$ cat src/design/pcid_pkg.sv
package pcid_pkg;
   // ************************************************************
   // Port geometry
   // ************************************************************
   localparam int unsigned DATA_W = 32;
   localparam int unsigned ADDR_W = 8;

   // ************************************************************
   // Byte offsets on the single-cycle I/O port
   // ************************************************************
   localparam logic [7:0] OFS_UNSIGNED_NUMERATOR_ALIAS = 8'h60;
   localparam logic [7:0] OFS_UNSIGNED_DENOMINATOR_ALIAS = 8'h64;
   localparam logic [7:0] OFS_SIGNED_NUMERATOR_ALIAS = 8'h68;
   localparam logic [7:0] OFS_SIGNED_DENOMINATOR_ALIAS = 8'h6C;
   localparam logic [7:0] OFS_QUOTIENT = 8'h70;
   localparam logic [7:0] OFS_REMAINDER = 8'h74;
   localparam logic [7:0] OFS_DIVIDER_CONTROL_STATUS = 8'h78;

   // ************************************************************
   // Status fields and reset values
   // ************************************************************
   localparam int unsigned CSR_READY_BIT = 0;
   localparam int unsigned CSR_DIRTY_BIT = 1;
   localparam logic [31:0] RST_WORD = 32'h0000_0000;

   // ************************************************************
   // Iteration timing
   // ************************************************************
   localparam int unsigned LATENCY_CYCLES = 8;
   localparam int unsigned BITS_PER_CYCLE = DATA_W / LATENCY_CYCLES;
   localparam logic [2:0] LAST_STEP = 3'(LATENCY_CYCLES - 1);
endpackage : pcid_pkg

$ cat src/design/pcid_divider.sv
// Operation
// - One divider per core, fixed eight-cycle computation latency.
// - Results valid from the ninth cycle after the operand write.
// - Status register shows ready once the calculation finished.
// - Signed alias write starts a two's-complement calculation.
// - Unsigned alias write starts an unsigned calculation; last alias decides.
// - Each operand write restarts the calculation, latency counted from it.
// - Operands persist; rewriting one reuses the other stored operand.
// - Quotient and remainder are writable; a write cancels the calculation.
// - Any operand or result write sets the dirty flag.
// - Quotient read clears dirty; other reads leave it unchanged.
// - Every port access completes in one clock cycle.
`timescale 1ns/1ps
module pcid_divider
   import pcid_pkg::*;
(
   input wire logic clock,
   input wire logic rst_n,
   input wire logic io_sel,
   input wire logic io_write,
   input wire logic [7:0] io_addr,
   input wire logic [31:0] io_wdata,
   output logic [31:0] io_rdata
);
   logic rst_meta_reg;
   logic rst_sync_n_reg;
   logic [31:0] num_reg;
   logic [31:0] den_reg;
   logic sgn_reg;
   logic [31:0] quo_reg;
   logic [31:0] rem_reg;
   logic dirty_reg;
   logic [31:0] rdata_reg;
   logic [31:0] num_next;
   logic [31:0] den_next;
   logic sgn_next;
   logic wr_num_u;
   logic wr_den_u;
   logic wr_num_s;
   logic wr_den_s;
   logic wr_quo;
   logic wr_rem;
   logic op_wr;
   logic res_wr;
   logic rd_quo;
   logic core_busy;
   logic core_done;
   logic [31:0] core_quot;
   logic [31:0] core_rem;
   logic ready;

   // ************************************************************
   // Reset release
   // ************************************************************
   always_ff @(posedge clock or negedge rst_n)
   begin
      if (!rst_n)
      begin
         rst_meta_reg <= 1'b0;
         rst_sync_n_reg <= 1'b0;
      end
      else
      begin
         rst_meta_reg <= 1'b1;
         rst_sync_n_reg <= rst_meta_reg;
      end
   end

   // ************************************************************
   // Port decode
   // ************************************************************
   assign wr_num_u = io_sel && io_write && (io_addr == OFS_UNSIGNED_NUMERATOR_ALIAS);
   assign wr_den_u = io_sel && io_write && (io_addr == OFS_UNSIGNED_DENOMINATOR_ALIAS);
   assign wr_num_s = io_sel && io_write && (io_addr == OFS_SIGNED_NUMERATOR_ALIAS);
   assign wr_den_s = io_sel && io_write && (io_addr == OFS_SIGNED_DENOMINATOR_ALIAS);
   assign wr_quo = io_sel && io_write && (io_addr == OFS_QUOTIENT);
   assign wr_rem = io_sel && io_write && (io_addr == OFS_REMAINDER);
   assign rd_quo = io_sel && !io_write && (io_addr == OFS_QUOTIENT);
   assign op_wr = wr_num_u || wr_den_u || wr_num_s || wr_den_s;
   assign res_wr = wr_quo || wr_rem;

   assign num_next = (wr_num_u || wr_num_s) ? io_wdata : num_reg;
   assign den_next = (wr_den_u || wr_den_s) ? io_wdata : den_reg;
   assign sgn_next = op_wr ? (wr_num_s || wr_den_s) : sgn_reg;

   always_ff @(posedge clock or negedge rst_sync_n_reg)
   begin
      if (!rst_sync_n_reg)
      begin
         num_reg <= RST_WORD;
         den_reg <= RST_WORD;
         sgn_reg <= 1'b0;
      end
      else
      begin
         num_reg <= num_next;
         den_reg <= den_next;
         sgn_reg <= sgn_next;
      end
   end

   // ************************************************************
   // Iterative engine
   // ************************************************************
   // The engine sees the freshly written operand in the same cycle, so no cycle is lost.
   pcid_iter_core u_core (
      .clock(clock),
      .rst_n(rst_sync_n_reg),
      .start(op_wr),
      .abort(res_wr),
      .is_signed(sgn_next),
      .numerator(num_next),
      .denominator(den_next),
      .busy(core_busy),
      .done(core_done),
      .quot(core_quot),
      .rem(core_rem)
   );

   assign ready = !core_busy;

   // ************************************************************
   // Result registers
   // ************************************************************
   // Load results at finish.
   always_ff @(posedge clock or negedge rst_sync_n_reg)
   begin
      if (!rst_sync_n_reg)
      begin
         quo_reg <= RST_WORD;
         rem_reg <= RST_WORD;
      end
      else if (res_wr)
      begin
         if (wr_quo)
         begin
            quo_reg <= io_wdata;
         end
         if (wr_rem)
         begin
            rem_reg <= io_wdata;
         end
      end
      else if (core_done)
      begin
         quo_reg <= core_quot;
         rem_reg <= core_rem;
      end
   end

   always_ff @(posedge clock or negedge rst_sync_n_reg)
   begin
      if (!rst_sync_n_reg)
      begin
         dirty_reg <= 1'b0;
      end
      else if (op_wr || res_wr)
      begin
         dirty_reg <= 1'b1;
      end
      else if (rd_quo)
      begin
         dirty_reg <= 1'b0;
      end
   end

   always_ff @(posedge clock or negedge rst_sync_n_reg)
   begin
      if (!rst_sync_n_reg)
      begin
         rdata_reg <= RST_WORD;
      end
      else if (io_sel && !io_write)
      begin
         unique case (io_addr)
            OFS_UNSIGNED_NUMERATOR_ALIAS,
            OFS_SIGNED_NUMERATOR_ALIAS: rdata_reg <= num_reg;
            OFS_UNSIGNED_DENOMINATOR_ALIAS,
            OFS_SIGNED_DENOMINATOR_ALIAS: rdata_reg <= den_reg;
            OFS_QUOTIENT: rdata_reg <= quo_reg;
            OFS_REMAINDER: rdata_reg <= rem_reg;
            OFS_DIVIDER_CONTROL_STATUS:
            begin
               rdata_reg <= RST_WORD;
               rdata_reg[CSR_READY_BIT] <= ready;
               rdata_reg[CSR_DIRTY_BIT] <= dirty_reg;
            end
            default: rdata_reg <= RST_WORD;
         endcase
      end
   end

   assign io_rdata = rdata_reg;

   // ************************************************************
   // Checks
   // ************************************************************
   // Sign-extended copies keep the reference division clear of the 32-bit overflow case.
   logic signed [32:0] num_ext;
   logic signed [32:0] den_ext;
   assign num_ext = {num_reg[31], num_reg};
   assign den_ext = {den_reg[31], den_reg};

   a_latency_ready: assert property (@(posedge clock) disable iff (!rst_sync_n_reg)
      op_wr ##1 (!(op_wr || res_wr))[*7] |=> ready)
      else $error("Divider not ready eight cycles after operand write.");

   a_busy_window: assert property (@(posedge clock) disable iff (!rst_sync_n_reg)
      op_wr ##1 !(op_wr || res_wr) |-> !ready)
      else $error("Ready shown while calculation still running.");

   a_unsigned_result: assert property (@(posedge clock) disable iff (!rst_sync_n_reg)
      (op_wr && !sgn_next && den_next != 32'h0000_0000) ##1 (!(op_wr || res_wr))[*7]
      |=> (quo_reg == $past(num_reg, 7) / $past(den_reg, 7)) && (rem_reg == $past(num_reg, 7) % $past(den_reg, 7)))
      else $error("Unsigned result wrong on ninth cycle.");

   a_signed_result: assert property (@(posedge clock) disable iff (!rst_sync_n_reg)
      (op_wr && sgn_next && den_next != 32'h0000_0000) ##1 (!(op_wr || res_wr))[*7]
      |=> (quo_reg == 32'($past(num_ext, 7) / $past(den_ext, 7)))
      && (rem_reg == 32'($past(num_ext, 7) % $past(den_ext, 7))))
      else $error("Signed result not truncated toward zero.");

   a_alias_mode: assert property (@(posedge clock) disable iff (!rst_sync_n_reg)
      op_wr |=> sgn_reg == $past(wr_num_s || wr_den_s))
      else $error("Signedness not taken from last alias written.");

   a_operand_kept: assert property (@(posedge clock) disable iff (!rst_sync_n_reg)
      (wr_den_u || wr_den_s) |=> num_reg == $past(num_reg) && den_reg == $past(io_wdata))
      else $error("Divisor write disturbed stored dividend.");

   a_restore_cancel: assert property (@(posedge clock) disable iff (!rst_sync_n_reg)
      wr_quo && !op_wr |=> ready && quo_reg == $past(io_wdata) ##1 quo_reg == $past(io_wdata, 2))
      else $error("Quotient restore did not cancel calculation.");

   a_dirty_set: assert property (@(posedge clock) disable iff (!rst_sync_n_reg)
      (op_wr || res_wr) |=> dirty_reg)
      else $error("Dirty flag not set by register write.");

   a_dirty_clear: assert property (@(posedge clock) disable iff (!rst_sync_n_reg)
      io_sel && !io_write |=> dirty_reg == ($past(dirty_reg) && !$past(rd_quo)))
      else $error("Dirty flag wrong after read.");

   a_csr_read: assert property (@(posedge clock) disable iff (!rst_sync_n_reg)
      io_sel && !io_write && io_addr == OFS_DIVIDER_CONTROL_STATUS
      |=> io_rdata[CSR_READY_BIT] == $past(ready) && io_rdata[CSR_DIRTY_BIT] == $past(dirty_reg))
      else $error("Status read not answered in one cycle.");
endmodule : pcid_divider

$ cat src/design/pcid_iter_core.sv
`timescale 1ns/1ps
module pcid_iter_core
   import pcid_pkg::*;
(
   input wire logic clock,
   input wire logic rst_n,
   input wire logic start,
   input wire logic abort,
   input wire logic is_signed,
   input wire logic [31:0] numerator,
   input wire logic [31:0] denominator,
   output logic busy,
   output logic done,
   output logic [31:0] quot,
   output logic [31:0] rem
);
   logic [2:0] step_reg;
   logic busy_reg;
   logic negq_reg;
   logic negr_reg;
   logic [31:0] part_reg;
   logic [31:0] shq_reg;
   logic [31:0] dmag_reg;
   logic [31:0] part_next;
   logic [31:0] shq_next;
   logic [31:0] nmag;
   logic [31:0] dmag;
   logic [31:0] part_src;
   logic [31:0] shq_src;
   logic [31:0] dsor_src;

   // Magnitudes are taken up front so the loop runs unsigned; signs are fixed on the last step.
   assign nmag = (is_signed && numerator[31]) ? 32'(-numerator) : numerator;
   assign dmag = (is_signed && denominator[31]) ? 32'(-denominator) : denominator;

   // The write edge already retires the first four bits, so the result is stored in time for a read in the ninth cycle.
   assign part_src = start ? RST_WORD : part_reg;
   assign shq_src = start ? nmag : shq_reg;
   assign dsor_src = start ? dmag : dmag_reg;

   // ************************************************************
   // Restoring steps, four quotient bits per clock
   // ************************************************************
   always_comb
   begin
      logic [32:0] trial;
      trial = '0;
      part_next = part_src;
      shq_next = shq_src;
      for (int i = 0; i < BITS_PER_CYCLE; i++)
      begin
         trial = {part_next, shq_next[31]};
         shq_next = {shq_next[30:0], 1'b0};
         if (trial >= {1'b0, dsor_src})
         begin
            trial = 33'(trial - {1'b0, dsor_src});
            shq_next[0] = 1'b1;
         end
         part_next = trial[31:0];
      end
   end

   always_ff @(posedge clock or negedge rst_n)
   begin
      if (!rst_n)
      begin
         busy_reg <= 1'b0;
         step_reg <= 3'd0;
      end
      else if (start)
      begin
         busy_reg <= 1'b1;
         step_reg <= 3'd1;
      end
      else if (abort || done)
      begin
         busy_reg <= 1'b0;
         step_reg <= 3'd0;
      end
      else if (busy_reg)
      begin
         step_reg <= 3'(step_reg + 3'd1);
      end
   end

   always_ff @(posedge clock or negedge rst_n)
   begin
      if (!rst_n)
      begin
         part_reg <= RST_WORD;
         shq_reg <= RST_WORD;
         dmag_reg <= RST_WORD;
         negq_reg <= 1'b0;
         negr_reg <= 1'b0;
      end
      else if (start)
      begin
         part_reg <= part_next;
         shq_reg <= shq_next;
         dmag_reg <= dmag;
         negq_reg <= is_signed && (numerator[31] ^ denominator[31]);
         negr_reg <= is_signed && numerator[31];
      end
      else if (busy_reg)
      begin
         part_reg <= part_next;
         shq_reg <= shq_next;
      end
   end

   assign done = busy_reg && (step_reg == LAST_STEP) && !start && !abort;
   assign busy = busy_reg;
   assign quot = negq_reg ? 32'(-shq_next) : shq_next;
   assign rem = negr_reg ? 32'(-part_next) : part_next;
endmodule : pcid_iter_core

$ cat config.mk
export PLATFORM = sky130hd
export DESIGN_NAME = pcid_divider
export DESIGN_NICKNAME = d
export VERILOG_FILES = /design/src/design/pcid_pkg.sv /design/src/design/pcid_divider.sv /design/src/design/pcid_iter_core.sv
export SDC_FILE = /design/constraint.sdc
export NUM_CORES = 1
export LEC_CHECK = 0
export BUFFER_PORTS_ARGS = -buffer_cell sky130_fd_sc_hd__buf_2
export CAP_MARGIN = 30
export CELL_PAD_IN_SITES_DETAIL_PLACEMENT = 0
export CELL_PAD_IN_SITES_GLOBAL_PLACEMENT = 1
export CORE_MARGIN = 5
export CORE_UTILIZATION = 30
export DETAILED_ROUTE_END_ITERATION = 10
export GPL_ROUTABILITY_DRIVEN = 0
export PLACE_DENSITY_LB_ADDON = 0.12
export RECOVER_POWER = 25
export SYNTH_ARGS = -nofsm -noshare
export SYNTH_HDL_FRONTEND = slang
export SYNTH_SLANG_ARGS = --single-unit
$ cat constraint.sdc
create_clock -name clock -period 9.05 [get_ports clock]
set_input_delay 1.81 -clock clock [delete_from_list [all_inputs] [get_ports clock]]
set_output_delay 1.81 -clock clock [all_outputs]
set_load 0.01 [all_outputs]
# Yosys cells after proc, flatten, opt, wreduce, memory -nomap -nowiden
# Cells that the tools add are included.
totals:
  ff_bits: 266
  wordCells: 113
op_classes:
  reduce_logical: 37
  magnitude_cmp: 4
  n_eq_ne: 10
  n_addsub: 9
  bitwise_logic: 1
  n_mux: 36
ops:
  columns: ["operator", "count"]
  rows:
  - ["2-to-1 mux 32 bit", 23]
  - ["one-hot mux 32 bit (5 select lines)", 1]
  - [">= comparator 33 x 32 -> 1 bit", 4]
  - ["negator 32 bit", 4]
  - ["subtractor 32 bit", 4]
  - ["== test 8 x 7 -> 1 bit, second input constant", 7]
  - ["logical AND 1 bit", 15]
  - ["logical OR 1 bit", 9]
  - ["2-to-1 mux 1 bit", 9]
  - ["2-to-1 mux 3 bit", 3]
  - ["nonzero test 2 bit", 4]
  - ["zero test 1 bit", 4]
  - ["!= test 2 bit, second input constant", 2]
  - ["AND reduction 2 bit", 2]
  - ["OR reduction 2 bit", 2]
  - ["adder 3 x 1 -> 3 bit, second input constant", 1]
  - ["== test 3 bit, second input constant", 1]
  - ["nonzero test 3 bit", 1]
  - ["XOR 1 bit", 1]

# Longest topological paths before layout
# Gate-level depths: netlist of the first run.
logic_depth:
  ltp_word: 21
  depth_mapped: 88
  mapped_depth_nobuf: 72

# Hierarchy
# From an unflattened synthesis of the first run, not the netlist that was laid out.
hier_totals:
  hier_cells: 2995
  area_unflattened_um2: 24639.9
modules_own_cells:
  columns: ["mod", "area_per_inst_um2", "cells_each", "instances"]
  rows:
  - ["pcid_iter_core", 16433.3, 2280, 1]
  - ["pcid_divider", 8206.6, 715, 1]

# Worst setup path after synthesis of the first run
# OpenSTA, ideal clock, no wires.
synth_timing:
  path_kind: "input -> register"
  from: "input port io_write"
  to: "register rem_reg[20]"
  setup_slack_ns: -10.513
  required_ns: 8.967
  arrival_time_ns: 19.481
  path_stages: 82
  cell_sequence: "and4_1 nand2_1 clkbuf_1 clkbuf_1 clkbuf_1 clkbuf_1 clkbuf_1 buf_1 clkbuf_1 nor2_1 a31oi_1 clkbuf_1 a21oi_1 xnor2_1 mux2i_1 ha_1 a21oi_1 o21ai_0 [46 not listed] a211oi_1 a211oi_1 a21o_1 nor4_1 o21ai_0 nand3_1 buf_2 buf_1 nand2_1 o21ai_0 ha_1 o2111ai_1 nand4bb_1 or2_1 buf_2 and4bb_2 mux2_2 o21ai_0"
synth_via:
  elab_chain_cells: 21
  elab_cells_between_ends: 49
synth_rtl:
  columns: ["element", "line_no", "text"]
  rows:
  - ["from (decl)", "pcid_divider.sv:20", "input wire logic io_write,"]
  - ["logical AND 1 bit *", null, null]
  - ["parallel branches: the longest is 20 deep, another holds negator 32 bit", null, null]
  - ["to (signal assigned)", "pcid_divider.sv:141", "rem_reg <= io_wdata;"]
  - ["to (signal assigned)", "pcid_divider.sv:147", "rem_reg <= core_rem;"]
  - ["to (decl)", "pcid_divider.sv:31", "logic [31:0] rem_reg;"]
# Mark *: on every way between the ends. The select of a mux whose other input is x is not followed.
# A chain may end at the register's enable or synchronous reset.

# Worst setup path after layout of the first run
layout_timing:
  from: "input port io_addr[0]"
  to: "register rem_reg[20]"
layout_via:
  elab_chain_cells: 21
  elab_cells_between_ends: 54
layout_rtl:
  columns: ["element", "line_no", "text"]
  rows:
  - ["from (decl)", "pcid_divider.sv:21", "input wire logic [7:0] io_addr,"]
  - ["parallel branches: the longest is 21 deep, another holds negator 32 bit", null, null]
# Several ways; the timed one is not identified. The select of a mux whose other input is x is not followed.

==> metrics, run 1 <==
status=finished, violations left; violated checks=capacitance limit, slew limit, setup timing; CTS Buf Count=31; Yosys warnings=0; crit path DAT=between 15 and 20 ns; grt total ovfl=0; Die H=290 um; CP delay by family, top=compound AO/OA/AOI/OAI gates; worst slack, placed=-8.34 ns; Final Non-Filler Cells=roughly 5.2k; Cells after DPL=5032; clock skew=0.0358 ns; slowest CP cell=or4b_4; mux cell area share after synthesis=just over 6%; CP max stage delay=~0.58 ns; Die Wd=290 um; Async SR Flop Fraction=100%; largest family of logic cells by synthesized area=compound AO/OA/AOI/OAI gates; Slew Viols, Final=108; Routed WL=approximately 120 mm; cell count after synthesis=just over 3k; Starting Density=~30%; initial antenna violation count=0; CP Class=primary input to register; unrepaired setup endpoints after global routing=yes; HPWL Detailed=92.4 mm; max layer used=met4; xor and xnor area share after synthesis=7.65%; crit-path max FO=6; layout cells sized above 1=a little over two fifths; met3 WL=5.57 mm; post-route ant nets=0; max_slew headroom=-136%; Tcrit/Tclk final=174%; metal2 WL=~55 mm; Min-Delay Path Class=register to register; Via density=about 5.3; largest net degree at the start of global routing=66; Tot GR Track Use=a little over a quarter; setup ws final=-6.66 ns; Root Buffer=clkbuf_16; clk slew on worst S/H paths=around 0.060 ns; DR WL/cell=around 22 um; Synth Area in Simple Gates=21.3%; worst slew pin tran=about 3.5 ns; clock sinks=roughly 270; Compound-Gate Fraction of Synth Area=around a quarter; DRC=0; WP buf/inv=7; FMAX=around 64 MHz; CTS max path bufs=3; endpoint class of the critical path=register; minimum clock period=about 16 ns; Core Area=approximately 0.08 sq mm; Main synth FF type=dfrtp_1; final hold slack=0.351 ns; Initial DRC Count=between 2k and 2.5k; detailed-route via count=28.0k; CP required=9.57 ns; FP Rows=approximately 100; Seq/Total Area, Yosys=roughly 28%; Area growth, synth to finish=61.6%; Mapped Avg Cell Area=about 7.8 sq um; vias in the first global route=roughly 28k; Final Setup Violations=slightly below 100; CTS tree=yes; # diodes=0; startpoint types=primary input; Syn Std Cell Area=0.0236 sq mm; adder-cell share of the synthesized area=between 7 and 8%; max-cap violations=2; Synth Register Bits=~270; syn nets=3221; die footprint=~0.084 sq mm; htree depth=1; # IOs=76; Final Hold Viols=0; number of flops mapped to enable cells by yosys=0; synth unique cells=about 100; first-pass GRT wire length=~170 mm; wire length on met1=approximately 52 mm; Layout Nets=about 4.4k; Worst-Skew Late Latency=about 0.6 ns; Port Buf Inserts=75; First-pass DRT Iterations=6
[metal layers]
metal	vias to the layer above	track usage, %
met4	0	7.73
met2	847	44.4
li1	13206	-
met3	217	2.28
met1	13688	35.4
met5	-	0
[synth_stat cells, types with 25 or more instances]
master | count | area, sq um
nand2_1 | 434 | 1630
nor2_1 | 313 | 1170
dfrtp_1 | 266 | 6660
a21oi_1 | 247 | 1240
o21ai_0 | 228 | 1140
xnor2_1 | 143 | 1250
ha_1 | 133 | 1660
inv_1 | 131 | 492
clkbuf_1 | 121 | 454
mux2i_1 | 89 | 891
a21o_1 | 63 | 473
a31oi_1 | 63 | 394
xor2_1 | 63 | 552
nand3_1 | 62 | 310
nor3_1 | 53 | 265
mux2_2 | 44 | 495
a221oi_1 | 38 | 333
and2_1 | 32 | 200
and3_1 | 31 | 194
nand4_1 | 30 | 188
o21a_1 | 27 | 203
nor2b_1 | 26 | 163
nand2b_1 | 25 | 156
[per-stage QoR]
step | instance area (sq um) | setup TNS [ns] | util [%]
after floorplan | 24600 | -619.25 | -
after detailed placement | 33300 | -737.42 | 42.9
final | 38100 | -581.81 | 49.0
after CTS | 36200 | -557.90 | 46.6
after global placement | 33300 | -718.32 | 42.8
after global routing | 38100 | -631.45 | 49.0
[area by class of cell]
| cell class | count | area [sq um] |
|---|---|---|
| repair buffers | 1263 | 10000 |
| flip-flops and latches | 266 | 6660 |
| fillers | 7517 | 39600 |
| well taps | 1040 | 1300 |
| clock inverters | 11 | 108 |
| inverters | 135 | 527 |
| clock buffers | 45 | 888 |
| multi-input cells | 2488 | 18600 |
[layout by cell type, fill, tap and decap left out, drive strengths merged, types with 31 or more instances in the layout]
master  synthesis  final
buf            30   1258
nand2         434    434
nor2          315    315
dfrtp         266    266
a21oi         247    247
o21ai         231    231
xnor2         143    143
inv           133    133
ha            133    133
mux2i          91     91
a31oi          64     64
a21o           63     63
xor2           63     63
nand3          63     63
nor3           54     54
clkbuf        121     50
mux2           46     46
a221oi         38     38
and2           33     33
and3           31     31
[final timing paths]
path,startpoint,endpoint,slack (ns),cells after the start
max reg2reg,num_reg[5]$_DFF_PN0_,rem_reg[20]$_DFFE_PN0P_,-5.39,67
max,io_addr[0],rem_reg[20]$_DFFE_PN0P_,-6.66,71
max in group asynchronous,rst_sync_n_reg$_DFF_PN0_,u_core.part_reg[14]$_DFFE_PN0P_,2.77,2
min,rst_meta_reg$_DFF_PN0_,rst_sync_n_reg$_DFF_PN0_,0.35,0
min in group asynchronous,rst_n,rst_sync_n_reg$_DFF_PN0_,0.99,1
min reg2reg,rst_meta_reg$_DFF_PN0_,rst_sync_n_reg$_DFF_PN0_,0.35,0
[repair_timing]
action,CTS,global route
resized for setup,279,293
cloned,1,2
buffers inserted,89,86
pin swaps,121,202
hold buffers,0,0
endpoints found under the setup margin,99,99
[cells by family after synthesis]
group,count (synthesis)
xor gates and xnor gates,206
AOI/OAI and AO/OA,900
DFF,266
other,1
and+or+nand+nor,1107
muxes,137
buffers and inverters,286
adders and majority gates,137
Power of run 1 is not shown: default switching activity piles up to over one toggle a cycle in this logic, so the estimate is an artifact.
==> inputs of run 2 (changes only) <==
CAP_MARGIN = 20   (was 30)
CORE_MARGIN = unset   (was 5)
==> metrics, run 2 (synthesis gave the netlist of run 1 again) <==
endpoint class of the critical path=register; Final Non-Filler Cells=5216; RR Startpoint=den_reg[2]$_DFF_PN0_; crit-path max FO=9; htree depth=2; # IOs=76; Port Buf Inserts=75; grt total ovfl=0; cts hold-fix bufs=0; Layout Nets=approximately 4.3k; HP Start=rst_meta_reg$_DFF_PN0_; Area after DPL=between 0.03 and 0.04 sq mm; slowest CP cell=or4b_4; CTS tree=yes; worst reg-to-reg path cell count=67; FF-to-FF setup slack=-5.18 ns; post-route ant nets=0; worst slew pin tran=4.35 ns; Slew Viols, Final=approximately 270; Final Setup Violations=slightly below 100; max_slew headroom=-190%; status=finished, violations left; most common cell after layout, fill and taps aside=buf_4; Hold EP=rst_sync_n_reg$_DFF_PN0_; vias in the first global route=between 20k and 30k; Tot GR Track Use=between 20% and 30%; HPWL Detailed=about 90 mm; Die Wd=approximately 280 um; die footprint=~0.080 sq mm; max-cap violations=3; violated checks=capacitance limit, slew limit, setup timing; DRC=0; initial antenna violation count=1; layout cells sized above 1=roughly two fifths; unrepaired setup endpoints after global routing=yes; first-pass GRT wire length=approximately 180 mm; CTS max path bufs=3; CP Class=primary input to register; startpoint types=primary input; FF-to-FF End=rem_reg[20]$_DFFE_PN0P_; Tcrit/Tclk final=173%; Routed WL=approximately 120 mm; First-pass DRT Iterations=5; detailed-route via count=between 20k and 30k; Min-Delay Path Class=register to register; most frequent cells in the layout=buf_4, nand2_1, nor2_1, dfrtp_1, a21oi_1; Initial DRC Count=about 2.4k; Starting Density=a little under a third; crit path DAT=around 16 ns; # diodes=0; Worst-Skew Late Latency=0.55 ns; Area growth, synth to finish=60.6%; Core Area=approximately 0.078 sq mm; FP Rows=~100; CP max stage delay=roughly 0.51 ns; fin util=48.8%; Final Hold Viols=0; CTS Buf Count=34; hold depth=0; clock sinks=about 270; Worst path most repeated cell=buf_4; WP buf/inv=13; largest net degree at the start of global routing=approximately 160; Cells after DPL=5025; Via density=about 5.3; clk slew on worst S/H paths=about 0.060 ns; Root Buffer=clkbuf_16; DR WL/cell=22.7 um; FMAX=between 60 and 70 MHz; fin area=0.0378 sq mm; CP required=between 9 and 10 ns; minimum clock period=~16 ns; Die H=~280 um; CP delay by family, top=compound AO/OA/AOI/OAI gates; clock skew=around 0.029 ns; setup ws final=-6.64 ns
-- run 2: cell types whose count changed in the layout (fill, tap and decap cells not counted), moves of 7 or more --
cell | previous run | this run
buf_4 | 1060 | 1034
buf_6 | 99 | 88
ha_1 | 104 | 114
o21ai_1 | 26 | 33
o21ai_2 | 44 | 34
xnor2_1 | 130 | 123
xnor2_2 | 12 | 20
-- run 2: worst max-delay path by stage --
stage,cells past startpoint,end,from
2_1_floorplan,80,rem_reg[20]$_DFFE_PN0P_,io_addr[0]
3_3_place_gp,72,rem_reg[20]$_DFFE_PN0P_,io_addr[4]
3_5_place_dp,66,rem_reg[20]$_DFFE_PN0P_,io_addr[4]
4_1_cts,69,rem_reg[20]$_DFFE_PN0P_,io_addr[7]
5_1_grt,70,rem_reg[20]$_DFFE_PN0P_,io_addr[4]
6_report,71,rem_reg[20]$_DFFE_PN0P_,io_addr[4]
-- run 2: final cells by class --
cell class,instances,area [sq um]
fill,7584,39700
multi-input combinational,2488,18500
timing repair buffer,1229,9760
sequential,266,6660
tap,1040,1300
clock buffer,49,988
inverter,135,519
clock inverter,9,155
-- run 2: timing repair --
| action | in CTS | in global routing |
|---|---|---|
| setup buffers | 97 | 48 |
| endpoints found under the setup margin | 99 | 99 |
| gates resized for setup | 320 | 196 |
| gates cloned | 2 | 2 |
| pin swaps | 174 | 152 |
-- run 2: metrics by stage --
step | hold WS (ns) | setup TNS, ns | worst slack, ns
floorplan | 0.331 | -619.25 | -7.52
finish | 0.349 | -586.50 | -6.64
detailed placement | 0.339 | -718.04 | -8.10
global placement | 0.337 | -689.96 | -7.79
CTS | 0.352 | -562.43 | -6.52
global route | 0.369 | -643.73 | -7.23
-- run 2: per-layer routing --
metal	up-vias	routed length (um)	share of wire, %	GRT usage [%]
li1	13143	-	-	-
met1	13454	53000	45	39.8
met2	913	54400	46	48.2
met3	181	5940	5.0	2.82
met4	0	5040	4.3	11.2
met5	-	0	0	0
Power of run 2 is left out for the same reason.
